**config.mk**
```make
export PLATFORM = sky130hd
export DESIGN_NAME = trigger_qualifier_unit
export DESIGN_NICKNAME = d
export VERILOG_FILES = /design/src/core/trig_qual_pkg.sv /design/src/core/trigger_qualifier_unit.sv
export SDC_FILE = /design/constraint.sdc
export NUM_CORES = 2
export LEC_CHECK = 0
export ABC_CLOCK_PERIOD_IN_PS = 4800
export BUFFER_PORTS_ARGS = -buffer_cell sky130_fd_sc_hd__buf_4
export CAP_MARGIN = 0
export CORE_MARGIN = 5
export CORE_UTILIZATION = 50
export DETAILED_ROUTE_END_ITERATION = 10
export GPL_TIMING_DRIVEN = 0
export MAX_ROUTING_LAYER = met4
export PLACE_DENSITY = 0.69
export SKIP_CTS_REPAIR_TIMING = 1
export SLEW_MARGIN = 20
export SYNTH_ARGS = -nofsm -noshare
export SYNTH_HDL_FRONTEND = slang
export SYNTH_SLANG_ARGS = --single-unit
```
**constraint.sdc**
```tcl
create_clock -name clk -period 4.8 [get_ports clk]
set_input_delay 0.24 -clock clk [delete_from_list [all_inputs] [get_ports clk]]
set_output_delay 0.24 -clock clk [all_outputs]
set_load 0.03 [all_outputs]
```
**src/core/trig_qual_pkg.sv**
```systemverilog
/*
 Package for the trigger qualifier: register offsets, field codes, reset values and enumerations.
 Assumes a single 100 MHz sample clock and a plain register port.
*/
package trig_qual_pkg;
   localparam int ADDR_W = 5;
   localparam int SMP_W = 12;
   localparam int CNT_W = 24;
   localparam int LINE_W = 11;
   localparam int NCH = 4;
   localparam int CLK_MHZ = 100;
   localparam int CH_SEL_W = 3;

   // Register offsets (word index)
   localparam logic [ADDR_W-1:0] CTRL_OFF = 5'h00;
   localparam logic [ADDR_W-1:0] A_CFG_OFF = 5'h01;
   localparam logic [ADDR_W-1:0] B_CFG_OFF = 5'h02;
   localparam logic [ADDR_W-1:0] B_DELAY_OFF = 5'h03;
   localparam logic [ADDR_W-1:0] W_CFG_OFF = 5'h04;
   localparam logic [ADDR_W-1:0] W_REF_OFF = 5'h05;
   localparam logic [ADDR_W-1:0] W_TOL_OFF = 5'h06;
   localparam logic [ADDR_W-1:0] W_LOW_OFF = 5'h07;
   localparam logic [ADDR_W-1:0] W_HIGH_OFF = 5'h08;
   localparam logic [ADDR_W-1:0] V_CFG_OFF = 5'h09;
   localparam logic [ADDR_W-1:0] L_CFG_OFF = 5'h0A;
   localparam logic [ADDR_W-1:0] L_TIME_OFF = 5'h0B;
   localparam logic [ADDR_W-1:0] STATUS_OFF = 5'h0C;
   localparam logic [ADDR_W-1:0] W_LAST_OFF = 5'h0D;
   localparam logic [ADDR_W-1:0] V_LINE_OFF = 5'h0E;

   // CTRL fields
   localparam int CTRL_TYPE_LSB = 0;
   localparam int CTRL_NOISE_BIT = 4;
   localparam int CTRL_HFF_BIT = 5;
   localparam int CTRL_BDLY_EV_BIT = 6;
   localparam int CTRL_ARM_BIT = 7;
   // Stage config fields: source, edge, hysteresis, level
   localparam int ST_SRC_LSB = 0;
   localparam int ST_EDGE_LSB = 4;
   localparam int ST_HYS_LSB = 8;
   localparam int ST_LVL_LSB = 16;
   localparam int HYS_W = 8;
   localparam logic [SMP_W-1:0] NOISE_EXTRA_HYS = 12'h040;
   localparam logic [CH_SEL_W-1:0] SRC_EXT = 3'h4;

   typedef enum logic [2:0] {
      TT_EDGE = 3'b000, TT_EDGE_AB = 3'b001, TT_WIDTH = 3'b010,
      TT_VIDEO = 3'b011, TT_LOGIC = 3'b100
   } trig_type_t;

   typedef enum logic [1:0] {
      EDGE_RISE = 2'b00, EDGE_FALL = 2'b01, EDGE_BOTH = 2'b10
   } edge_sel_t;

   typedef enum logic [2:0] {
      CMP_GT = 3'b000, CMP_LT = 3'b001, CMP_EQ = 3'b010,
      CMP_NE = 3'b011, CMP_IN = 3'b100, CMP_OUT = 3'b101
   } cmp_mode_t;

   typedef enum logic [2:0] {
      VM_ALL_FRAMES = 3'b000, VM_ODD_FRAMES = 3'b001, VM_EVEN_FRAMES = 3'b010,
      VM_ALL_LINES = 3'b011, VM_LINE_NUM = 3'b100
   } video_mode_t;

   typedef enum logic [2:0] {
      VS_PAL = 3'b000, VS_NTSC = 3'b001, VS_SECAM = 3'b010, VS_PAL_M = 3'b011,
      VS_576I = 3'b100, VS_720P = 3'b101, VS_1080P = 3'b110, VS_1080I = 3'b111
   } video_std_t;

   typedef enum logic [1:0] {
      SEQ_WAIT_A = 2'b00, SEQ_DELAY = 2'b01, SEQ_WAIT_B = 2'b10
   } seq_state_t;

   // Sync longer than this many microseconds marks a vertical (field) pulse
   localparam int VSYNC_US = 10;
   localparam logic [CNT_W-1:0] VSYNC_CYC = CNT_W'(VSYNC_US * CLK_MHZ);
   localparam logic [LINE_W-1:0] LINE_FIRST = 11'h001;
endpackage : trig_qual_pkg

```
**src/core/trigger_qualifier_unit.sv**
```systemverilog
/*
 Trigger qualifier: edge, edge A/B sequence, pulse width, video sync and logic triggers.
 Assumes sampled channels synchronous to clk and a plain register port with one-cycle read latency.
*/
// The address map and the strobed register port were left to the implementer.
// What this block does
// - Noise reject widens hysteresis around level
// - Sequence triggers after A then B
// - B ignored until an A event
// - B has own source, level, edge, hysteresis
// - Wait configured delay after A
// - Time delay: check B after duration
// - Event delay: fire on n-th B event
// - Width measured between threshold crossings
// - Positive: rise to fall; negative: fall to rise
// - Greater-than fires above reference
// - Less-than fires below reference
// - Equal: exact, or within tolerance window
// - Unequal: different, or outside tolerance window
// - Inside and outside limit comparisons
// - Limit pair and reference pair stay consistent
// - Video fires on sync pulse trailing edges
// - Sync polarity opposite to modulation
// - Mode selects frames, odd, even, lines, line
// - Line mode fires at programmed line
// - SD standards plus 720p, 1080p, 1080i
// - Logic combination with optional time limit
`timescale 1ns/1ps
module trigger_qualifier_unit #(
   parameter int SMP_W = trig_qual_pkg::SMP_W,
   parameter int NCH = trig_qual_pkg::NCH,
   parameter int CNT_W = trig_qual_pkg::CNT_W
) (
   input wire logic clk,
   input wire logic rst_n,
   input wire logic [NCH*SMP_W-1:0] ch_samples,
   input wire logic [SMP_W-1:0] ext_sample,
   input wire logic [trig_qual_pkg::ADDR_W-1:0] reg_addr,
   input wire logic [31:0] reg_wdata,
   input wire logic reg_write,
   input wire logic reg_read,
   output logic [31:0] reg_rdata,
   output logic trigger_pulse,
   output logic high_freq_filter_enable
);
   localparam int LW = trig_qual_pkg::LINE_W;

   logic [2:0] type_reg;
   logic noise_reg;
   logic hff_reg;
   logic bdly_ev_reg;
   logic arm_reg;
   logic [31:0] a_cfg_reg;
   logic [31:0] b_cfg_reg;
   logic [CNT_W-1:0] b_delay_reg;
   logic [3:0] w_cfg_reg;
   logic [CNT_W-1:0] w_ref_reg;
   logic [CNT_W-1:0] w_tol_reg;
   logic [CNT_W-1:0] w_low_reg;
   logic [CNT_W-1:0] w_high_reg;
   logic [7:0] v_cfg_reg;
   logic [LW-1:0] v_line_cfg_reg;
   logic [15:0] l_cfg_reg;
   logic [CNT_W-1:0] l_time_reg;
   logic [CNT_W-1:0] w_last_reg;
   logic [7:0] trig_count_reg;

   // Selects one channel sample
   function automatic logic [SMP_W-1:0] pick(input logic [2:0] sel,
                                             input logic [NCH*SMP_W-1:0] ch,
                                             input logic [SMP_W-1:0] ext);
      logic [SMP_W-1:0] r;
      r = ext;
      if (sel < 3'(NCH)) begin
         r = ch[sel*SMP_W +: SMP_W];
      end
      return r;
   endfunction : pick

   // Hysteresis comparator next state
   function automatic logic hys_next(input logic cur, input logic [SMP_W-1:0] s,
                                     input logic [SMP_W-1:0] lvl,
                                     input logic [SMP_W-1:0] h);
      logic r;
      r = cur;
      if ({1'b0, s} > {1'b0, lvl} + {1'b0, h}) begin
         r = 1'b1;
      end else if ({1'b0, s} + {1'b0, h} < {1'b0, lvl}) begin
         r = 1'b0;
      end
      return r;
   endfunction : hys_next

   function automatic logic edge_hit(input logic prev, input logic cur,
                                     input logic [1:0] sel);
      logic r;
      r = 1'b0;
      unique case (sel)
         trig_qual_pkg::EDGE_RISE: r = !prev && cur;
         trig_qual_pkg::EDGE_FALL: r = prev && !cur;
         default: r = prev != cur;
      endcase
      return r;
   endfunction : edge_hit

   // Register writes
   always_ff @(posedge clk) begin
      if (!rst_n) begin
         type_reg <= trig_qual_pkg::TT_EDGE;
         noise_reg <= 1'b0;
         hff_reg <= 1'b0;
         bdly_ev_reg <= 1'b0;
         arm_reg <= 1'b0;
         a_cfg_reg <= 32'h0800_0000;
         b_cfg_reg <= 32'h0800_0000;
         b_delay_reg <= '0;
         w_cfg_reg <= 4'h0;
         w_ref_reg <= '0;
         w_tol_reg <= '0;
         w_low_reg <= '0;
         w_high_reg <= '0;
         v_cfg_reg <= 8'h00;
         v_line_cfg_reg <= trig_qual_pkg::LINE_FIRST;
         l_cfg_reg <= 16'h0000;
         l_time_reg <= '0;
      end else if (reg_write) begin
         unique case (reg_addr)
            trig_qual_pkg::CTRL_OFF: begin
               type_reg <= reg_wdata[trig_qual_pkg::CTRL_TYPE_LSB +: 3];
               bdly_ev_reg <= reg_wdata[trig_qual_pkg::CTRL_BDLY_EV_BIT];
               arm_reg <= reg_wdata[trig_qual_pkg::CTRL_ARM_BIT];
               noise_reg <= reg_wdata[trig_qual_pkg::CTRL_NOISE_BIT];
               hff_reg <= reg_wdata[trig_qual_pkg::CTRL_HFF_BIT]
                  && !reg_wdata[trig_qual_pkg::CTRL_NOISE_BIT];
            end
            trig_qual_pkg::A_CFG_OFF: a_cfg_reg <= reg_wdata;
            trig_qual_pkg::B_CFG_OFF: b_cfg_reg <= reg_wdata;
            trig_qual_pkg::B_DELAY_OFF: b_delay_reg <= reg_wdata[CNT_W-1:0];
            trig_qual_pkg::W_CFG_OFF: w_cfg_reg <= reg_wdata[3:0];
            trig_qual_pkg::W_REF_OFF: begin
               w_ref_reg <= reg_wdata[CNT_W-1:0];
               w_low_reg <= reg_wdata[CNT_W-1:0] - w_tol_reg;
               w_high_reg <= reg_wdata[CNT_W-1:0] + w_tol_reg;
            end
            trig_qual_pkg::W_TOL_OFF: begin
               w_tol_reg <= reg_wdata[CNT_W-1:0];
               w_low_reg <= w_ref_reg - reg_wdata[CNT_W-1:0];
               w_high_reg <= w_ref_reg + reg_wdata[CNT_W-1:0];
            end
            trig_qual_pkg::W_LOW_OFF: begin
               w_low_reg <= reg_wdata[CNT_W-1:0];
               w_ref_reg <= CNT_W'((w_high_reg + reg_wdata[CNT_W-1:0]) >> 1);
               w_tol_reg <= CNT_W'((w_high_reg - reg_wdata[CNT_W-1:0]) >> 1);
            end
            trig_qual_pkg::W_HIGH_OFF: begin
               w_high_reg <= reg_wdata[CNT_W-1:0];
               w_ref_reg <= CNT_W'((reg_wdata[CNT_W-1:0] + w_low_reg) >> 1);
               w_tol_reg <= CNT_W'((reg_wdata[CNT_W-1:0] - w_low_reg) >> 1);
            end
            trig_qual_pkg::V_CFG_OFF: v_cfg_reg <= reg_wdata[7:0];
            trig_qual_pkg::V_LINE_OFF: v_line_cfg_reg <= reg_wdata[LW-1:0];
            trig_qual_pkg::L_CFG_OFF: l_cfg_reg <= reg_wdata[15:0];
            trig_qual_pkg::L_TIME_OFF: l_time_reg <= reg_wdata[CNT_W-1:0];
            default: begin
            end
         endcase
      end
   end

   assign high_freq_filter_enable = hff_reg;

   // Comparators for stage A and B with noise widening
   logic [SMP_W-1:0] a_hys;
   logic [SMP_W-1:0] b_hys;
   logic [SMP_W-1:0] a_smp;
   logic [SMP_W-1:0] b_smp;
   logic a_lvl_reg;
   logic b_lvl_reg;
   logic a_prev_reg;
   logic b_prev_reg;
   logic a_ev;
   logic b_ev;

   always_comb begin
      a_hys = SMP_W'(a_cfg_reg[trig_qual_pkg::ST_HYS_LSB +: trig_qual_pkg::HYS_W]);
      b_hys = SMP_W'(b_cfg_reg[trig_qual_pkg::ST_HYS_LSB +: trig_qual_pkg::HYS_W]);
      if (noise_reg) begin
         a_hys = a_hys + trig_qual_pkg::NOISE_EXTRA_HYS;
         b_hys = b_hys + trig_qual_pkg::NOISE_EXTRA_HYS;
      end
      a_smp = pick(a_cfg_reg[trig_qual_pkg::ST_SRC_LSB +: 3], ch_samples, ext_sample);
      b_smp = pick(b_cfg_reg[trig_qual_pkg::ST_SRC_LSB +: 3], ch_samples, ext_sample);
   end

   always_ff @(posedge clk) begin
      if (!rst_n) begin
         a_lvl_reg <= 1'b0;
         b_lvl_reg <= 1'b0;
         a_prev_reg <= 1'b0;
         b_prev_reg <= 1'b0;
      end else begin
         a_lvl_reg <= hys_next(a_lvl_reg, a_smp,
            a_cfg_reg[trig_qual_pkg::ST_LVL_LSB +: SMP_W], a_hys);
         b_lvl_reg <= hys_next(b_lvl_reg, b_smp,
            b_cfg_reg[trig_qual_pkg::ST_LVL_LSB +: SMP_W], b_hys);
         a_prev_reg <= a_lvl_reg;
         b_prev_reg <= b_lvl_reg;
      end
   end

   assign a_ev = edge_hit(a_prev_reg, a_lvl_reg, a_cfg_reg[trig_qual_pkg::ST_EDGE_LSB +: 2]);
   assign b_ev = edge_hit(b_prev_reg, b_lvl_reg, b_cfg_reg[trig_qual_pkg::ST_EDGE_LSB +: 2]);

   // A/B sequence
   trig_qual_pkg::seq_state_t seq_reg;
   logic [CNT_W-1:0] seq_cnt_reg;
   logic seq_fire;

   always_ff @(posedge clk) begin
      if (!rst_n || type_reg != trig_qual_pkg::TT_EDGE_AB) begin
         seq_reg <= trig_qual_pkg::SEQ_WAIT_A;
         seq_cnt_reg <= '0;
      end else if (a_ev) begin
         seq_reg <= bdly_ev_reg ? trig_qual_pkg::SEQ_WAIT_B : trig_qual_pkg::SEQ_DELAY;
         seq_cnt_reg <= '0;
      end else begin
         unique case (seq_reg)
            trig_qual_pkg::SEQ_WAIT_A: begin
            end
            trig_qual_pkg::SEQ_DELAY: begin
               seq_cnt_reg <= seq_cnt_reg + 1'b1;
               if (seq_cnt_reg + 1'b1 >= b_delay_reg) begin
                  seq_reg <= trig_qual_pkg::SEQ_WAIT_B;
               end
            end
            trig_qual_pkg::SEQ_WAIT_B: begin
               if (b_ev) begin
                  seq_cnt_reg <= seq_cnt_reg + 1'b1;
                  if (!bdly_ev_reg || seq_cnt_reg + 1'b1 >= b_delay_reg) begin
                     seq_reg <= trig_qual_pkg::SEQ_WAIT_A;
                  end
               end
            end
            default: seq_reg <= trig_qual_pkg::SEQ_WAIT_A;
         endcase
      end
   end

   // fire on B only after delay or on the last counted event
   assign seq_fire = seq_reg == trig_qual_pkg::SEQ_WAIT_B && b_ev
      && (!bdly_ev_reg || seq_cnt_reg + 1'b1 >= b_delay_reg);

   // Width comparator on stage A comparator
   logic [CNT_W-1:0] w_cnt_reg;
   logic w_run_reg;
   logic w_done;
   logic w_match;
   logic w_neg;

   assign w_neg = w_cfg_reg[3];
   // start on leading crossing, end on trailing crossing
   assign w_done = w_run_reg && a_prev_reg != a_lvl_reg && a_lvl_reg == w_neg;

   always_ff @(posedge clk) begin
      if (!rst_n) begin
         w_cnt_reg <= '0;
         w_run_reg <= 1'b0;
         w_last_reg <= '0;
      end else if (a_prev_reg != a_lvl_reg) begin
         if (a_lvl_reg != w_neg) begin
            w_run_reg <= 1'b1;
            w_cnt_reg <= CNT_W'(1);
         end else begin
            w_run_reg <= 1'b0;
            if (w_run_reg) begin
               w_last_reg <= w_cnt_reg;
            end
         end
      end else if (w_run_reg && w_cnt_reg != '1) begin
         w_cnt_reg <= w_cnt_reg + 1'b1;
      end
   end

   always_comb begin
      unique case (w_cfg_reg[2:0])
         trig_qual_pkg::CMP_GT: w_match = w_cnt_reg > w_ref_reg;
         trig_qual_pkg::CMP_LT: w_match = w_cnt_reg < w_ref_reg;
         trig_qual_pkg::CMP_EQ: w_match = (w_tol_reg == '0) ? w_cnt_reg == w_ref_reg
            : (w_cnt_reg > w_low_reg && w_cnt_reg < w_high_reg);
         trig_qual_pkg::CMP_NE: w_match = (w_tol_reg == '0) ? w_cnt_reg != w_ref_reg
            : (w_cnt_reg < w_low_reg || w_cnt_reg > w_high_reg);
         trig_qual_pkg::CMP_IN: w_match = w_cnt_reg > w_low_reg && w_cnt_reg < w_high_reg;
         trig_qual_pkg::CMP_OUT: w_match = w_cnt_reg < w_low_reg || w_cnt_reg > w_high_reg;
         default: w_match = 1'b0;
      endcase
   end

   // Video sync: polarity opposite modulation, from stage A source
   logic v_sync;
   logic v_sync_prev_reg;
   logic [CNT_W-1:0] v_len_reg;
   logic [LW-1:0] v_line_reg;
   logic v_odd_reg;
   logic v_fire;
   logic v_start;
   logic v_end;
   logic v_frame;

   assign v_sync = a_lvl_reg ^ v_cfg_reg[7];
   assign v_start = v_sync && !v_sync_prev_reg;
   assign v_end = !v_sync && v_sync_prev_reg;
   assign v_frame = v_end && v_len_reg >= trig_qual_pkg::VSYNC_CYC;

   always_ff @(posedge clk) begin
      if (!rst_n) begin
         v_sync_prev_reg <= 1'b0;
         v_len_reg <= '0;
         v_line_reg <= trig_qual_pkg::LINE_FIRST;
         v_odd_reg <= 1'b0;
      end else begin
         v_sync_prev_reg <= v_sync;
         if (v_start) begin
            v_len_reg <= '0;
         end else if (v_sync && v_len_reg != '1) begin
            v_len_reg <= v_len_reg + 1'b1;
         end
         if (v_frame) begin
            v_line_reg <= trig_qual_pkg::LINE_FIRST;
            // progressive standards count every frame as odd
            v_odd_reg <= (v_cfg_reg[2:0] == trig_qual_pkg::VS_720P
               || v_cfg_reg[2:0] == trig_qual_pkg::VS_1080P) ? 1'b0 : !v_odd_reg;
         end else if (v_end) begin
            v_line_reg <= v_line_reg + 1'b1;
         end
      end
   end

   always_comb begin
      unique case (v_cfg_reg[5:3])
         trig_qual_pkg::VM_ALL_FRAMES: v_fire = v_frame;
         trig_qual_pkg::VM_ODD_FRAMES: v_fire = v_frame && !v_odd_reg;
         trig_qual_pkg::VM_EVEN_FRAMES: v_fire = v_frame && v_odd_reg;
         trig_qual_pkg::VM_ALL_LINES: v_fire = v_end;
         trig_qual_pkg::VM_LINE_NUM: v_fire = v_end && !v_frame
            && v_line_reg + 1'b1 == v_line_cfg_reg;
         default: v_fire = 1'b0;
      endcase
   end

   // Logic combination: per channel mask/value, AND or OR, optional min hold
   logic [NCH-1:0] ch_bits;
   logic l_true;
   logic l_prev_reg;
   logic [CNT_W-1:0] l_cnt_reg;
   logic l_fire;

   always_comb begin
      l_true = !l_cfg_reg[12];
      for (int i = 0; i < NCH; i++) begin
         ch_bits[i] = ch_samples[i*SMP_W + SMP_W - 1];
      end
      for (int i = 0; i < NCH; i++) begin
         if (l_cfg_reg[i]) begin
            if (l_cfg_reg[12]) begin
               l_true = l_true || ch_bits[i] == l_cfg_reg[4+i];
            end else begin
               l_true = l_true && ch_bits[i] == l_cfg_reg[4+i];
            end
         end
      end
      if (l_cfg_reg[12]) begin
         l_true = (l_cfg_reg[NCH-1:0] & ~(ch_bits ^ l_cfg_reg[4 +: NCH])) != '0;
      end
   end

   always_ff @(posedge clk) begin
      if (!rst_n) begin
         l_prev_reg <= 1'b0;
         l_cnt_reg <= '0;
      end else begin
         l_prev_reg <= l_true;
         l_cnt_reg <= l_true ? ((l_cnt_reg != '1) ? l_cnt_reg + 1'b1 : l_cnt_reg) : '0;
      end
   end

   // without duration fire on goes-true, else once held past time limit
   assign l_fire = l_cfg_reg[13] ? (l_true && l_cnt_reg + 1'b1 == l_time_reg)
      : (l_true && !l_prev_reg);

   // Output select
   logic fire;
   always_comb begin
      unique case (type_reg)
         trig_qual_pkg::TT_EDGE: fire = a_ev;
         trig_qual_pkg::TT_EDGE_AB: fire = seq_fire;
         trig_qual_pkg::TT_WIDTH: fire = w_done && w_match;
         trig_qual_pkg::TT_VIDEO: fire = v_fire;
         trig_qual_pkg::TT_LOGIC: fire = l_fire;
         default: fire = 1'b0;
      endcase
   end

   always_ff @(posedge clk) begin
      if (!rst_n) begin
         trigger_pulse <= 1'b0;
         trig_count_reg <= 8'h00;
      end else begin
         trigger_pulse <= fire && arm_reg;
         if (fire && arm_reg) begin
            trig_count_reg <= trig_count_reg + 1'b1;
         end
      end
   end

   // Register reads
   always_ff @(posedge clk) begin
      if (!rst_n) begin
         reg_rdata <= 32'h0000_0000;
      end else if (reg_read) begin
         unique case (reg_addr)
            trig_qual_pkg::CTRL_OFF: reg_rdata <= 32'({arm_reg, bdly_ev_reg, hff_reg,
               noise_reg, 1'b0, type_reg});
            trig_qual_pkg::A_CFG_OFF: reg_rdata <= a_cfg_reg;
            trig_qual_pkg::B_CFG_OFF: reg_rdata <= b_cfg_reg;
            trig_qual_pkg::B_DELAY_OFF: reg_rdata <= 32'(b_delay_reg);
            trig_qual_pkg::W_CFG_OFF: reg_rdata <= 32'(w_cfg_reg);
            trig_qual_pkg::W_REF_OFF: reg_rdata <= 32'(w_ref_reg);
            trig_qual_pkg::W_TOL_OFF: reg_rdata <= 32'(w_tol_reg);
            trig_qual_pkg::W_LOW_OFF: reg_rdata <= 32'(w_low_reg);
            trig_qual_pkg::W_HIGH_OFF: reg_rdata <= 32'(w_high_reg);
            trig_qual_pkg::V_CFG_OFF: reg_rdata <= 32'(v_cfg_reg);
            trig_qual_pkg::V_LINE_OFF: reg_rdata <= 32'(v_line_cfg_reg);
            trig_qual_pkg::L_CFG_OFF: reg_rdata <= 32'(l_cfg_reg);
            trig_qual_pkg::L_TIME_OFF: reg_rdata <= 32'(l_time_reg);
            trig_qual_pkg::STATUS_OFF: reg_rdata <= 32'({trig_count_reg, 5'h00, v_odd_reg,
               seq_reg, w_run_reg, a_lvl_reg, b_lvl_reg, 1'b0, v_line_reg});
            trig_qual_pkg::W_LAST_OFF: reg_rdata <= 32'(w_last_reg);
            default: reg_rdata <= 32'h0000_0000;
         endcase
      end
   end
endmodule : trigger_qualifier_unit

```
==> impl_metrics.tcl <==
set metrics [dict create \
    synth_seq_cells 436 \
    seq_area_um2 8750 \
    comb_power_share_pct 16.7 \
    hpwl_um 112000 \
    async_flop_share_pct 0 \
    die_x_um 266 \
    ant_nets 0 \
    p_seq_share_pct 39.0 \
    yosys.area.top_type "dfxtp_1" \
    ys.flop_type "dfxtp_1" \
    start_kind "input port" \
    drt-total-wl_um 142000 \
    synthCells 4239 \
    yosysWarningCount 0 \
    setup_violations 0 \
    synth_area_per_cell_um2 7.76 \
    ios 135 \
    layout-drive-gt1-share_pct 8.50 \
    fp.dieArea_um2 71000 \
    crit_fanout 10 \
    layout.nets 4880 \
    r2r_cells 23 \
    swShare_pct 29.5 \
    cts.clk_slew.worst_paths_ps 70 \
    post-route-min-period_ps 4650 \
    critPathKind "input port to flop" \
    portBuffers 132 \
    synthTopCellsByArea "dfxtp_1 (27%), ha_1 (12%), a21oi_1 (7.2%), nand2_1 (7.0%), xnor2_1 (4.3%)" \
    cts_tree "done" \
    grt_max_degree 14 \
    crit_arrival_ps 5180 \
    htree_levels 2 \
    status "finished, violations left" \
    root_buffer "clkbuf_16" \
    hold_viol 1 \
    hold_path_depth 3 \
    grt_pass1_vias 31700 \
    p_int_w 0.00677 \
    grt_overflow 0 \
    antenna_found_initial 0 \
    area_delta_synth_final_pct 13.4 \
    synthXorXnorAreaFrac_pct 8.30 \
    dieHeight_um 266 \
    place_area_um2 35000 \
    cts_buffers 50 \
    pwr-share-clk_pct 44.3 \
    stdcell_count 5346 \
    grt_pass1_wl_um 203000 \
    finalCritPeriodShare_pct 96.8 \
    multi_input_area_um2 22600 \
    syn_area_um2 32900 \
    fillers 6290 \
    wl_per_cell_um 26.5 \
    end_kind "flop" \
    clockBufferDepth 3 \
    drtIter0Drc 4867 \
    fin_util_pct 56.9 \
    worstSkewPairLatency_ps 630 \
    stdcell_area_um2 37300 \
    synth_compound_area_share_pct 24.1 \
    max_freq_mhz 215 \
    worst_pin_slew_ps 1290 \
    p_leak_nw 14.7 \
    ir_drop_mv 0.269 \
    cp.required_ps 5340 \
    synth.most_common_cell "nand2_1" \
    firstDrtPassIters 10 \
    power.switching_w 0.00283 \
    synth_top_cell_area_share_pct 26.5 \
    drc 0 \
    holdWs_ps -0.0624 \
    core_area_um2 65500 \
    synth_top_family_by_area "compound AO/OA/AOI/OAI gates" \
    syn_nets 4676 \
    synth.mux.area_fraction_pct 4.36 \
    synth_edf_count 0 \
    synth_simple_gate_area_share_pct 18.4 \
    finalMaxSlewViolations 0 \
    grtUsageTotal_pct 38.9 \
    power_density_nw_per_um2 257 \
    via_per_inst 6.45 \
    synth_fa_ha_area_share_pct 13.0 \
    routabilityCongestion 1.09 \
    fp-row-count 94 \
    vias 34500 \
    synth_common_cells "nand2_1 (615), a21oi_1 (474), dfxtp_1 (436), ha_1 (326), nor2_1 (288)" \
    start_util_pct 50.2 \
    maxCapViolations 0 \
    skew_ps 29.9 \
    failed_checks "hold timing" \
    synth_seq_area_share_pct 26.5 \
    ys_types 90 \
    placed_cells 5236 \
    hp-class "input port to flop" \
    max_slew_margin_pct 14.1 \
    clock_sinks 436 \
]
-- kinds of logic after synthesis --
logic type,count (synthesis)
compound gates,1240
xor+xnor,310
fa+ha+maj,336
buf+inv,470
flops,436
mux,110
simple gates,1337
-- stage by stage --
stage / hold slack [ps] / setup TNS, ps / power [W] / setup WS [ps]
3_3_place_gp: 441 / -60360 / 0.00532 / -2850
6_report: -0.0624 / 0 / 0.00960 / 153
2_1_floorplan: 376 / 0 / 0.00475 / 24.9
4_1_cts: -137 / -37590 / 0.00949 / -2260
3_5_place_dp: 447 / -61700 / 0.00533 / -2890
5_1_grt: 15.6 / -20.9 / 0.00980 / -20.9
-- cells in the final DEF, fill, tap and decap left out, types with 16 or more instances in the layout --
master and n:
xor2_1 148, and3_1 44, a21oi_1 468, a221oi_1 63, dfxtp_1 429, clkbuf_8 16
nor4_1 17, mux2i_1 59, buf_4 154, or3_1 20, nand2b_1 36, o22ai_1 27
a22o_1 19, xnor2_1 161, a222oi_1 19, o21ai_0 175, nor2_1 283, mux2_2 25
inv_1 243, ha_1 326, nand4_1 58, mux4_2 24, a31oi_1 48, a21o_1 102
and2_1 20, a22oi_1 37, nor3_1 43, nand3_1 96, nor2b_1 29, clkbuf_16 50
nand2_1 614, a211oi_1 49, o21a_1 41, o211ai_1 24, clkbuf_1 183, o21bai_1 27
-- power by group through the flow --
stage	Sequential (W)	Clock [W]	Combinational (W)
3_5_place_dp	0.00382	0	0.00151
5_1_grt	0.00374	0.00436	0.00169
6_report	0.00375	0.00425	0.00160
3_3_place_gp	0.00382	0	0.00150
2_1_floorplan	0.00378	0	0.000968
4_1_cts	0.00374	0.00423	0.00152
-- worst paths after layout --
kind | from | slack, ps | end
setup / recovery | reg_addr[3] | 150 | w_ref_reg[21]
hold / removal | reg_wdata[22] | -0.06 | a_cfg_reg[22]
setup reg to reg | b_cfg_reg[1] | 210 | b_lvl_reg
hold reg to reg | b_cfg_reg[30] | 450 | b_cfg_reg[30]
-- layer usage --
layer | share of wire [%] | GRT usage, % | vias up
li1 | - | - | 15600
met1 | 39 | 49.8 | 16100
met2 | 42 | 57.6 | 2147
met3 | 11 | 6.68 | 575
met4 | 7.9 | 23.3 | 0
met5 | 0 | - | -
-- final cells by class --
| class | instances | area share (%) |
|---|---|---|
| inverter | 244 | 2.46 |
| tap | 864 | 2.90 |
| clock inverter | 16 | 0.778 |
| antenna | 2 | 0.0134 |
| sequential | 436 | 23.5 |
| timing repair buffer | 158 | 3.23 |
| multi-input combinational | 3334 | 60.7 |
| buffer | 219 | 2.48 |
| clock buffer | 73 | 4.02 |
-- worst max-delay path: stages --
cell,delay [ps]
clkbuf_2,180
nand2b_1,340
or2_0,170
clkbuf_1,250
buf_2,400
clkbuf_4,390
nand2_1,80
a21oi_1,200
fa_1,230
a21o_1,120
a21oi_1,90
o21bai_1,350
a2111oi_4,140
o21ai_0,420
nand3_1,230
o21ai_1,360
a2111oi_2,130
o41ai_1,420
xnor2_1,120
o32ai_1,280
No activity file was read; power rests on OpenSTA's default activity.
